<file path="src/logic/spr_params.svh">
// Constants for the sector protection table link: opcodes, sizes, timing, host register map
//
// Contract
// - Eight table bytes, one per sector
// - Selection applies under command or pin protection
// - Sector 0 split: bits 7:6 and 5:4
// - Table bytes read 00H when delivered
// - Table erased before it is reprogrammed
// - Erase opcode 3D 2A 7F CF, starts on deselect
// - Busy reported during table erase
// - Erase sets FFH, all sectors protected
// - Erase accepted with protection on or off
// - Program opcode 3D 2A 7F FC, eight bytes
// - Data bytes stored sector 0 upward
// - Deselect after data starts timed program, busy
// - Host sends all eight data bytes
// - Ninth byte wraps to location 0
// - Host writes only 00H or FFH
// - Program accepted with protection on or off
// - Program overwrites SRAM buffer 1
// - Read: 32H, three dummies, bytes 0..7 out
// - Bytes past the eighth are undefined
// - Deselect ends read, output released
// - Host limits table rewrites to 10,000
// - Marked sectors blocked only while protection enabled
// - Write-protect input blocks table erase/program
`ifndef SPR_PARAMS_SVH
`define SPR_PARAMS_SVH

`define OP_PREFIX0      8'h3D
`define OP_PREFIX1      8'h2A
`define OP_PREFIX2      8'h7F
`define OP_ERASE        8'hCF
`define OP_PROGRAM      8'hFC
`define OP_READ         8'h32
`define BYTE_ERASED     8'hFF
`define BYTE_CLEAR      8'h00
`define PAIR_SET        2'h3

`define CORE_MHZ        25
`define ERASE_TIME_US   20
`define PROG_TIME_US    40
`define ERASE_CYC       (`ERASE_TIME_US * `CORE_MHZ)
`define PROG_CYC        (`PROG_TIME_US * `CORE_MHZ)
`define SCK_HALF        3'h4
`define WEAR_LIMIT      14'h2710

`define REG_CTRL        8'h00
`define REG_STATUS      8'h04
`define REG_DATA0       8'h08
`define REG_DATA1       8'h0C

`endif

</file>
<file path="src/logic/spr_pkg.sv">
// Types shared by both ends of the sector protection table link
package spr_pkg;
`include "spr_params.svh"

    typedef enum logic [2:0] {
        DS_OPCODE    = 3'b000,
        DS_PROG_DATA = 3'b001,
        DS_DUMMY     = 3'b010,
        DS_READ_OUT  = 3'b011,
        DS_IGNORE    = 3'b100
    } dev_state_t;

    typedef enum logic [1:0] {
        CY_NONE    = 2'b00,
        CY_ERASE   = 2'b01,
        CY_PROGRAM = 2'b10
    } cycle_t;

    typedef enum logic [2:0] {
        HS_IDLE = 3'b000,
        HS_LOW  = 3'b001,
        HS_HIGH = 3'b010,
        HS_HOLD = 3'b011,
        HS_GAP  = 3'b100
    } host_state_t;

    typedef enum logic [1:0] {
        HC_NONE    = 2'b00,
        HC_ERASE   = 2'b01,
        HC_PROGRAM = 2'b10,
        HC_READ    = 2'b11
    } host_cmd_t;

    typedef struct packed {
        logic [2:0]  cs_sync;
        logic [2:0]  sck_sync;
        logic [1:0]  mosi_sync;
        dev_state_t  state;
        logic [2:0]  bit_cnt;
        logic [1:0]  byte_cnt;
        logic [7:0]  shreg;
        logic        seq_ok;
        logic        erase_req;
        logic [2:0]  wr_ptr;
        logic        any_data;
        logic [63:0] sector_protect_table;
        logic [63:0] stage;
        logic [7:0]  obuf;
        logic [2:0]  rd_idx;
        logic [2:0]  obit;
        logic        miso;
        logic        miso_oe;
        cycle_t      cycle;
        logic [11:0] timer;
        logic        buf1_we;
        logic [2:0]  buf1_addr;
        logic [7:0]  buf1_data;
        logic [8:0]  blocked;
        logic        refused;
    } dev_regs_t;

    typedef struct packed {
        host_state_t state;
        host_cmd_t   cmd;
        logic [2:0]  div;
        logic [2:0]  bit_idx;
        logic [3:0]  byte_idx;
        logic [7:0]  tx;
        logic [7:0]  rx;
        logic [63:0] data;
        logic [1:0]  miso_sync;
        logic        sck;
        logic        cs_n;
        logic        mosi;
        logic        erased;
        logic [13:0] wear;
    } host_regs_t;
endpackage

</file>
<file path="src/logic/spi_link_if.sv">
// Serial link between the host controller and the protection table device
interface spi_link_if;
    logic cs_n;
    logic sck;
    logic mosi;
    logic miso;
    logic miso_oe;

    modport device (input cs_n, input sck, input mosi, output miso, output miso_oe);
    modport host   (output cs_n, output sck, output mosi, input miso, input miso_oe);
endinterface

</file>
<file path="src/logic/spr_device.sv">
// Device end: command decoder, protection table, timed erase/program cycles
`include "spr_params.svh"
module spr_device
    import spr_pkg::*;
(
    input  wire logic        core_clk_i,
    input  wire logic        nrst_i,
    input  wire logic        clk_en_i,
    spi_link_if.device       link,
    input  wire logic        wp_i,
    input  wire logic        prot_enable_i,
    output logic             busy_o,
    output logic [63:0]      table_o,
    output logic [8:0]       blocked_o,
    output logic             refused_o,
    output logic             buf1_we_o,
    output logic [2:0]       buf1_addr_o,
    output logic [7:0]       buf1_data_o
);

    dev_regs_t s;
    dev_regs_t next_s;
    logic      prot_on;
    logic [8:0] blk;

    ////////////////////////////////////////////////////////////////////////////
    // Blocking map per sector part

    assign prot_on = prot_enable_i | wp_i;

    assign blk[0] = prot_on & (s.sector_protect_table[7:6] == `PAIR_SET);
    assign blk[1] = prot_on & (s.sector_protect_table[5:4] == `PAIR_SET);

    genvar g;
    generate
        for (g = 1; g < 8; g++) begin : g_sector
            assign blk[g + 1] = prot_on & (s.sector_protect_table[g * 8 +: 8] == `BYTE_ERASED);
        end
    endgenerate

    ////////////////////////////////////////////////////////////////////////////
    // Next state

    always_comb begin
        logic       cs_active;
        logic       cs_rise;
        logic       sck_rise;
        logic       sck_fall;
        logic [7:0] nb;
        cs_active = 1'b0;
        cs_rise   = 1'b0;
        sck_rise  = 1'b0;
        sck_fall  = 1'b0;
        nb        = 8'h00;

        next_s = s;
        next_s.buf1_we = 1'b0;
        next_s.refused = 1'b0;
        next_s.blocked = blk;
        next_s.cs_sync   = {s.cs_sync[1:0], link.cs_n};
        next_s.sck_sync  = {s.sck_sync[1:0], link.sck};
        next_s.mosi_sync = {s.mosi_sync[0], link.mosi};

        cs_active = ~s.cs_sync[1];
        cs_rise   = s.cs_sync[1] & ~s.cs_sync[2];
        sck_rise  = s.sck_sync[1] & ~s.sck_sync[2];
        sck_fall  = ~s.sck_sync[1] & s.sck_sync[2];

        if (s.cycle != CY_NONE) begin
            if (s.timer == 12'h000) begin
                if (s.cycle == CY_ERASE) begin
                    next_s.sector_protect_table = {8{`BYTE_ERASED}};
                end else begin
                    next_s.sector_protect_table = s.stage;
                end
                next_s.cycle = CY_NONE;
            end else begin
                next_s.timer = s.timer - 12'h001;
            end
        end

        if (!cs_active) begin
            if (cs_rise) begin
                // erase starts on deselect after last opcode bit
                if (s.erase_req && s.bit_cnt == 3'h0) begin
                    if (wp_i || s.cycle != CY_NONE) begin
                        next_s.refused = 1'b1;
                    end else begin
                        next_s.cycle = CY_ERASE;
                        next_s.timer = 12'(`ERASE_CYC - 1);
                    end
                end
                if (s.state == DS_PROG_DATA && s.any_data && s.bit_cnt == 3'h0) begin
                    if (wp_i || s.cycle != CY_NONE) begin
                        next_s.refused = 1'b1;
                    end else begin
                        next_s.cycle = CY_PROGRAM;
                        next_s.timer = 12'(`PROG_CYC - 1);
                    end
                end
            end
            next_s.state     = DS_OPCODE;
            next_s.bit_cnt   = 3'h0;
            next_s.byte_cnt  = 2'h0;
            next_s.seq_ok    = 1'b1;
            next_s.erase_req = 1'b0;
            next_s.any_data  = 1'b0;
            next_s.miso      = 1'b0;
            next_s.miso_oe   = 1'b0;
        end else if (sck_rise) begin
            nb = {s.shreg[6:0], s.mosi_sync[1]};
            next_s.shreg   = nb;
            next_s.bit_cnt = s.bit_cnt + 3'h1;
            if (s.bit_cnt == 3'h7) begin
                unique case (s.state)
                    DS_OPCODE: begin
                        next_s.byte_cnt = s.byte_cnt + 2'h1;
                        unique case (s.byte_cnt)
                            2'h0: begin
                                if (nb == `OP_READ) begin
                                    next_s.state    = DS_DUMMY;
                                    next_s.byte_cnt = 2'h0;
                                end else begin
                                    next_s.seq_ok = (nb == `OP_PREFIX0);
                                end
                            end
                            2'h1: next_s.seq_ok = s.seq_ok & (nb == `OP_PREFIX1);
                            2'h2: next_s.seq_ok = s.seq_ok & (nb == `OP_PREFIX2);
                            2'h3: begin
                                next_s.state = DS_IGNORE;
                                if (s.seq_ok && nb == `OP_ERASE) begin
                                    next_s.erase_req = 1'b1;
                                end
                                // fourth byte selects program; ignored while busy, with no refused pulse
                                if (s.seq_ok && nb == `OP_PROGRAM && s.cycle == CY_NONE) begin
                                    next_s.state  = DS_PROG_DATA;
                                    next_s.wr_ptr = 3'h0;
                                end
                            end
                        endcase
                    end
                    DS_PROG_DATA: begin
                        next_s.stage[{s.wr_ptr, 3'b000} +: 8] = nb;
                        next_s.wr_ptr   = s.wr_ptr + 3'h1;
                        next_s.any_data = 1'b1;
                        // working copy lands in buffer 1
                        next_s.buf1_we   = 1'b1;
                        next_s.buf1_addr = s.wr_ptr;
                        next_s.buf1_data = nb;
                    end
                    DS_DUMMY: begin
                        next_s.byte_cnt = s.byte_cnt + 2'h1;
                        if (s.byte_cnt == 2'h2) begin
                            next_s.state  = DS_READ_OUT;
                            next_s.obuf   = s.sector_protect_table[7:0];
                            next_s.rd_idx = 3'h1;
                            next_s.obit   = 3'h0;
                        end
                    end
                    DS_READ_OUT, DS_IGNORE: begin
                    end
                endcase
            end
        end else if (sck_fall && s.state == DS_READ_OUT) begin
            // table bytes out on falling edges
            next_s.miso    = s.obuf[7];
            next_s.miso_oe = 1'b1;
            next_s.obuf    = {s.obuf[6:0], 1'b0};
            next_s.obit    = s.obit + 3'h1;
            if (s.obit == 3'h7) begin
                // past byte 7 the index wraps, byte 0 comes out again
                next_s.obuf   = s.sector_protect_table[{s.rd_idx, 3'b000} +: 8];
                next_s.rd_idx = s.rd_idx + 3'h1;
            end
        end
    end

    ////////////////////////////////////////////////////////////////////////////
    // State register

    always_ff @(posedge core_clk_i) begin
        if (!nrst_i) begin
            s <= '0;
            s.cs_sync <= 3'h7;
        end else if (clk_en_i) begin
            s <= next_s;
        end
    end

    assign table_o     = s.sector_protect_table;
    assign busy_o      = (s.cycle != CY_NONE);
    assign blocked_o   = s.blocked;
    assign refused_o   = s.refused;
    assign buf1_we_o   = s.buf1_we;
    assign buf1_addr_o = s.buf1_addr;
    assign buf1_data_o = s.buf1_data;
    assign link.miso    = s.miso;
    assign link.miso_oe = s.miso_oe;

endmodule

</file>
<file path="src/flat_wrapper.sv">
// flat-port wrapper written by rule: the top's interface ports become plain ports
module spr_device_flat import spr_pkg::*;
  (core_clk_i, nrst_i, clk_en_i, wp_i, prot_enable_i, busy_o, table_o, blocked_o, refused_o, buf1_we_o, buf1_addr_o, buf1_data_o, link_cs_n, link_sck, link_mosi, link_miso, link_miso_oe);
  spi_link_if link_i ();
  input  wire logic core_clk_i;
  input  wire logic nrst_i;
  input  wire logic clk_en_i;
  input  wire logic wp_i;
  input  wire logic prot_enable_i;
  output logic busy_o;
  output logic [63:0] table_o;
  output logic [8:0] blocked_o;
  output logic refused_o;
  output logic buf1_we_o;
  output logic [2:0] buf1_addr_o;
  output logic [7:0] buf1_data_o;
  input wire logic [$bits(link_i.cs_n)-1:0] link_cs_n;
  input wire logic [$bits(link_i.sck)-1:0] link_sck;
  input wire logic [$bits(link_i.mosi)-1:0] link_mosi;
  output wire logic [$bits(link_i.miso)-1:0] link_miso;
  output wire logic [$bits(link_i.miso_oe)-1:0] link_miso_oe;
  assign link_i.cs_n = link_cs_n;
  assign link_i.sck = link_sck;
  assign link_i.mosi = link_mosi;
  assign link_miso = link_i.miso;
  assign link_miso_oe = link_i.miso_oe;
  spr_device u_core (.core_clk_i(core_clk_i), .nrst_i(nrst_i), .clk_en_i(clk_en_i), .link(link_i), .wp_i(wp_i), .prot_enable_i(prot_enable_i), .busy_o(busy_o), .table_o(table_o), .blocked_o(blocked_o), .refused_o(refused_o), .buf1_we_o(buf1_we_o), .buf1_addr_o(buf1_addr_o), .buf1_data_o(buf1_data_o));
endmodule
</file>
<file path="config.mk">
export PLATFORM = sky130hd
export DESIGN_NAME = spr_device_flat
export DESIGN_NICKNAME = d
export VERILOG_FILES = /design/src/logic/spr_pkg.sv /design/src/logic/spi_link_if.sv /design/src/logic/spr_device.sv /design/src/flat_wrapper.sv
export VERILOG_INCLUDE_DIRS = /design/src /design/src/logic
export SDC_FILE = /design/constraint.sdc
export NUM_CORES = 1
export LEC_CHECK = 0
export BUFFER_PORTS_ARGS = -buffer_cell sky130_fd_sc_hd__buf_2
export CAP_MARGIN = 20
export CORE_UTILIZATION = 51
export CTS_CLUSTER_DIAMETER = 60
export DETAILED_ROUTE_END_ITERATION = 16
export HOLD_SLACK_MARGIN = 0.05
export PLACE_DENSITY = 0.68
export SLEW_MARGIN = 20
export SYNTH_ARGS = -nofsm -noshare
export SYNTH_HDL_FRONTEND = slang
export SYNTH_SLANG_ARGS = --single-unit
export TNS_END_PERCENT = 20
</file>
<file path="constraint.sdc">
create_clock -name core_clk_i -period 3.15 [get_ports core_clk_i]
set_clock_uncertainty 0.1 [all_clocks]
set_input_delay 0.63 -clock core_clk_i [delete_from_list [all_inputs] [get_ports core_clk_i]]
set_output_delay 0.63 -clock core_clk_i [all_outputs]
set_load 0.005 [all_outputs]
</file>
## After elaboration in Yosys (flattened, before gate mapping)

Index checks and enable logic that the tools add are counted.

| word-level totals | value |
|---|---|
| bits of input ports | 8 |
| register bits after elaboration | 210 |
| output and inout bits | 89 |
| logic and storage cells | 179 |

| cells by class | value |
|---|---|
| eq/ne operators | 34 |
| $add $sub $neg | 7 |
| shift-type cells | 3 |
| bitwise gates (word level) | 19 |
| reduce and logical (&&, ||, !) cells | 39 |
| muxes and demuxes | 52 |

Operator list:

| operator | count |
|---|---|
| $mux 14 | 11 |
| $eq 8x8->1 const B | 9 |
| $bwmux 64 | 1 |
| $mux 64 | 1 |
| $shift 8x8->64 const A | 1 |
| $shiftx 64x7->8 | 1 |
| $shiftx 8x8->64 | 1 |
| $mux 12 | 5 |
| $eq 8x6->1 const B | 3 |
| $mux 22 | 1 |
| $reduce_bool 2->1 | 11 |
| $reduce_and 7->1 | 3 |
| $pmux 3 s2 | 3 |
| $reduce_and 6->1 | 3 |
| $mux 16 | 1 |
| $mux 2 | 8 |
| $mux 3 | 5 |
| $and 1x1->1 | 14 |
| $add 3x1->3 const B | 4 |
| $logic_not 12->1 | 1 |
| $sub 12x1->12 const B | 1 |
| $mux 11 | 1 |
| $mux 1 | 10 |
| $reduce_and 3->1 | 3 |
| other kinds (30) | 52 |

## Logic depth before layout (Yosys ltp)

| depth | value |
|---|---|
| depth after elaboration | 9 |
| gate-level depth with buffers | 10 |
| depth with buffers taken out | 8 |

## Worst setup path after synthesis

Ideal clock, no wire load.

| timing | value |
|---|---|
| kind | register -> register |
| from | reg u_core.s[181] in the netlist's numbering |
| to | reg u_core.s[84] in the netlist's numbering |
| library setup time | 128 ps |
| cell stages (with the launch flop) | 10 |
| clock period less this slack | 2239 ps |
| buffers on the path | 1 |
| required time | 2922 ps |
| setup slack | 911 ps |
| arrival | 2011 ps |
| cells stage by stage | dfxtp_1 inv_1 ha_1 ha_1 nor2b_1 clkbuf_1 and2_1 nand2_1 mux2i_1 nor2_1 |

| on the way | value |
|---|---|
| longest elaborated chain between the ends | 3 |
| elaborated cells between the ends (all ways) | 4 |
| classes of those cells | add/sub (1); shift (2); mux (1) |

Ends and longest elaborated chain:

| what | RTL line | RTL |
|---|---|---|
| start, declared | spr_device.sv:21 | `dev_regs_t s;` |
| start signal, assigned | spr_device.sv:186 | `s <= next_s;` |
| $neg 6->8 (*) | spr_device.sv:143 | `next_s.stage[{s.wr_ptr, 3'b000} +: 8] = nb;` |
| $shiftx 8x8->64 / $shift 8x8->64 (equally long branches) | spr_device.sv:143 |  |
| $bwmux 64 (*) | spr_device.sv:143 |  |

Every way passes the cells marked *; elsewhere a longest branch is shown, timed or not.
A chain may end at the register's enable or synchronous reset.

## Final worst setup path

| timing | value |
|---|---|
| from | reg u_core.s[197] in the netlist's numbering |
| to | reg u_core.s[76] in the netlist's numbering |

| on the way | value |
|---|---|
| longest elaborated chain between the ends | 2 |

Ends and longest elaborated chain:

| what | RTL line | RTL |
|---|---|---|
| $eq 3x3->1 | spr_device.sv:114 | `if (s.bit_cnt == 3'h7) begin` |
| $reduce_and 5->1 (no source line) | n/a |  |

Every way passes these cells.

==> implementation parameters <==
Parameter                              Value

Drt
  Routed length per placed instance ... 20.8 um
  DRC violation count after routing ... 0
  Antenna-violating nets left ... 0
  Post-Route WL ... between 20000 and 30000 um
  First-pass detailed-route iteration total ... 6
  Via-per-instance ratio ... 6.12
  Via count ... 7769
  Iter 0 DRT Violations ... 502

CTS
  Clock network latency to the later pin of the worst-skew pair ... 0.51 ns
  CTS Sinks ... roughly 210
  Clock tree root driver cell ... sky130_fd_sc_hd__clkbuf_16
  Cells resized by post-CTS repair ... 0
  Hold_buf cts ... 0
  H-tree depth ... 1
  Maximum root-to-sink buffer count ... 3
  Postcts setup bufs ... 0
  Clock transition at path regs ... 0.06 ns
  CTS tree ... done
  Inserted Clock Buffers ... 23

Synth
  Share of synthesized registers carrying an async set or reset ... 0
  Area share of the leading cell type in the synthesized netlist ... 0.434
  Total standard cell area after synthesis ... about 0.0096 mm^2
  Cells after Synth ... 1027
  Ranking of synthesized cells by area ... sky130_fd_sc_hd__dfxtp_1 43%, sky130_fd_sc_hd__o221a_1 7.5%, sky130_fd_sc_hd__buf_4 6.5%, sky130_fd_sc_hd__nand2_1 5.1%, sky130_fd_sc_hd__a21oi_1 4.1%
  Share of synthesized area occupied by flip-flops and latches ... 0.434
  Post-synth EDFFs ... 0
  Post-synth top area cell ... sky130_fd_sc_hd__dfxtp_1
  Syn Nets ... 1049
  Syn Area/Cell ... 9.39 um^2
  Number of warnings reported in the yosys synthesis log ... 0
  Ys flop type ... sky130_fd_sc_hd__dfxtp_1
  Synthesis-stage register bit count ... 209
  Yosys cell types ... 70

Setup path
  Crit Path Max Fanout ... 8
  Critical setup path kind ... flip-flop to flip-flop
  Kind of capture point of the worst setup path ... flip-flop
  Arr. time, crit path ... about 3 ns
  Setup crit start kind ... flip-flop
  Reg2Reg Launch Point ... u_core.s[197]
  Required time at the worst-slack endpoint ... 3.50 ns
  Critical path launch point ... u_core.s[197]

STA
  Period minus WS final ... about 2.6 ns
  Number of pins with negative max-slew slack in the final report ... 0
  Number of failing setup endpoints in the final timing report ... 0
  Total Negative Setup Slacks ... 0 ns
  Slew at the pin with the worst max-slew slack ... 0.863 ns
  Post-route clock period utilization ... 0.826
  Setup repair after global routing missed its margin ... no
  Final count of hold timing violations ... 0
  Highest clock rate ... 384 MHz
  Worst rel slew slack ... 0.424

Power and ir drop
  Combinational fraction of design power ... 0.023
  Pwr/cell area ... 524 mW/mm^2
  Register share of total power ... 0.485
  Worst-case vdd ir drop ... 0.382 mV
  Cell internal pwr ... around 0.0043 W
  Sw Ratio ... 0.217
  Clk pwr share ... 0.492
  Static Leakage ... 4.12 nW
  Net switching component of the power ... 0.00119 W

Cells and area
  Antenna cell count ... 0
  Sequential cell area ... roughly 0.0042 mm^2
  Synth-to-layout area growth ... 8.53%
  Layout filler cell count ... 1619
  Final layout net count ... 1045
  Share of layout cells above drive strength 1 ... 0.186
  Total area of multi-input combinational cells ... 0.00444 mm^2
  Layout Cells excl Fill ... 1269

Place
  Number of port buffers ... 96
  Final weighted congestion in routability-driven placement ... 0.914
  Dpl cells ... 1227
  Detailed-placement wirelength estimate ... 17300 um

Worst hold path
  Start point of the worst hold path ... link_cs_n
  Hold Crit Class ... primary input to flip-flop

Floorplan
  Starting Density ... 0.528
  Height of the die ... between 100 and 150 um
  Core Box Area ... around 0.018 mm^2
  Number of placement rows ... between 40 and 50
  Horizontal die dimension ... between 100 and 150 um
  Top Ports ... 97
  Die Area ... just under 0.02 mm^2

Global route
  Overflow left after global routing ... 0
  Global-route wire length before repair ... 41000 um
  Number of antenna violations at the first check in global routing ... 0
  Maximum number of pins on one net before global-route repair ... between 60 and 70
  Via count of the first global-routing pass ... 7157
  Total track usage ... 0.268

Outcome
  Result of the run ... completed

Job
  Total of max-cap violations ... 0
-- state kept, by name, indices dropped and copies added, names as in the netlist --
| name | cells |
|---|---|
| u_core.next_s | 5 |
| u_core.s | 116 |
| u_core.refused_o | 1 |
| u_core.table_o | 64 |
| u_core.buf1_we_o | 1 |
| u_core.link.miso | 1 |
| u_core.blocked_o | 9 |
| u_core.buf1_data_o | 8 |
| u_core.buf1_addr_o | 3 |
| u_core.link.miso_oe | 1 |
-- worst max-delay path: stages, from the launching register on --
cell and delay (ns):
sky130_fd_sc_hd__dfxtp_1 0.37, sky130_fd_sc_hd__ha_1 0.17, sky130_fd_sc_hd__ha_1 0.19, sky130_fd_sc_hd__nand4b_1 0.32
sky130_fd_sc_hd__nor4_4 0.69, sky130_fd_sc_hd__and2_1 0.39, sky130_fd_sc_hd__nand3_1 0.12, sky130_fd_sc_hd__a21oi_1 0.18
-- cell families (layout without fill, tap and decap cells) --
family / count (synthesis) / after routing / share of synthesized area
multiplexers: 55 / 55 / 0.0780
AND/OR/NAND/NOR: 336 / 336 / 0.176
XOR/XNOR: 7 / 7 / 0.00636
AO/OA/AOI/OAI: 232 / 232 / 0.182
adder cells (fa/ha/maj): 14 / 14 / 0.0182
buffers and inverters: 174 / 187 / 0.106
flip-flops: 209 / 209 / 0.434
-- Yosys cell counts, types with 16 or more instances --
master and number:
sky130_fd_sc_hd__clkbuf_1 52, sky130_fd_sc_hd__nand3_1 19, sky130_fd_sc_hd__mux4_2 16, sky130_fd_sc_hd__nand4_1 20, sky130_fd_sc_hd__dfxtp_1 209, sky130_fd_sc_hd__nor2_1 70, sky130_fd_sc_hd__nand2_1 130, sky130_fd_sc_hd__buf_4 84
sky130_fd_sc_hd__mux2i_1 38, sky130_fd_sc_hd__a21oi_1 79, sky130_fd_sc_hd__o21ai_0 22, sky130_fd_sc_hd__o221a_1 64, sky130_fd_sc_hd__inv_1 18
-- layout by cell type (no fill, tap or decap), drive strengths merged, types with 14 or more instances in the layout --
| master | Yosys | routed |
|---|---|---|
| mux4 | 16 | 16 |
| o221a | 64 | 64 |
| nand4 | 20 | 20 |
| or4 | 15 | 15 |
| a21oi | 79 | 79 |
| o21ai | 27 | 27 |
| clkbuf | 52 | 31 |
| buf | 102 | 125 |
| ha | 14 | 14 |
| a21boi | 19 | 19 |
| mux2i | 38 | 38 |
| nor2 | 71 | 71 |
| nand2 | 130 | 130 |
| inv | 20 | 21 |
| nand3 | 21 | 21 |
| dfxtp | 209 | 209 |
-- through the flow --
stage / power [W] / util / instance area [um^2] / setup WS (ns) / hold WS [ns]
4_1_cts: 0.00551 / 0.573 / 10500 / 0.597 / 0.243
3_5_place_dp: 0.00284 / 0.531 / 9710 / 0.636 / 0.343
6_report: 0.00548 / 0.573 / 10500 / 0.549 / 0.252
3_3_place_gp: 0.00284 / 0.531 / 9710 / 0.616 / 0.339
5_1_grt: 0.00564 / 0.573 / 10500 / 0.394 / 0.275
2_1_floorplan: 0.00279 / - / 9650 / 0.911 / 0.326
-- final timing paths --
| kind | endpoint | slack (ns) | cells past startpoint |
|---|---|---|---|
| worst max-delay path | u_core.s[76] | 0.55 | 7 |
| worst min-delay path | u_core.next_s[208] | 0.25 | 3 |
| worst max register to register | u_core.s[76] | 0.55 | 7 |
| worst min register to register | u_core.s[180] | 0.35 | 2 |
-- routing by layer --
metal | share of wire | track usage | vias up | wire [um]
met3 | 0.075 | 0.0454 | 53 | 1970
met2 | 0.45 | 0.418 | 331 | 11900
met4 | 0.033 | 0.103 | 0 | 866
met1 | 0.44 | 0.371 | 3750 | 11600
li1 | - | - | 3635 | -
met5 | 0 | 0 | - | 0
-- power groups by stage --
stage | Sequential, W | Combinational [W] | Clock [W]
after floorplan | 0.00271 | 0.0000833 | 0
after global placement | 0.00272 | 0.000125 | 0
after detailed placement | 0.00272 | 0.000125 | 0
after CTS | 0.00266 | 0.000125 | 0.00273
after global routing | 0.00266 | 0.000136 | 0.00285
final | 0.00266 | 0.000127 | 0.00269
-- final cells by class --
| class | instances | share of cell area |
|---|---|---|
| sequential | 209 | 0.400 |
| clock inverter | 11 | 0.0112 |
| multi-input combinational | 644 | 0.424 |
| tap | 229 | 0.0274 |
| inverter | 20 | 0.00717 |
| timing repair buffer | 125 | 0.0693 |
| clock buffer | 31 | 0.0617 |
No activity file was read; power rests on OpenSTA's default activity.
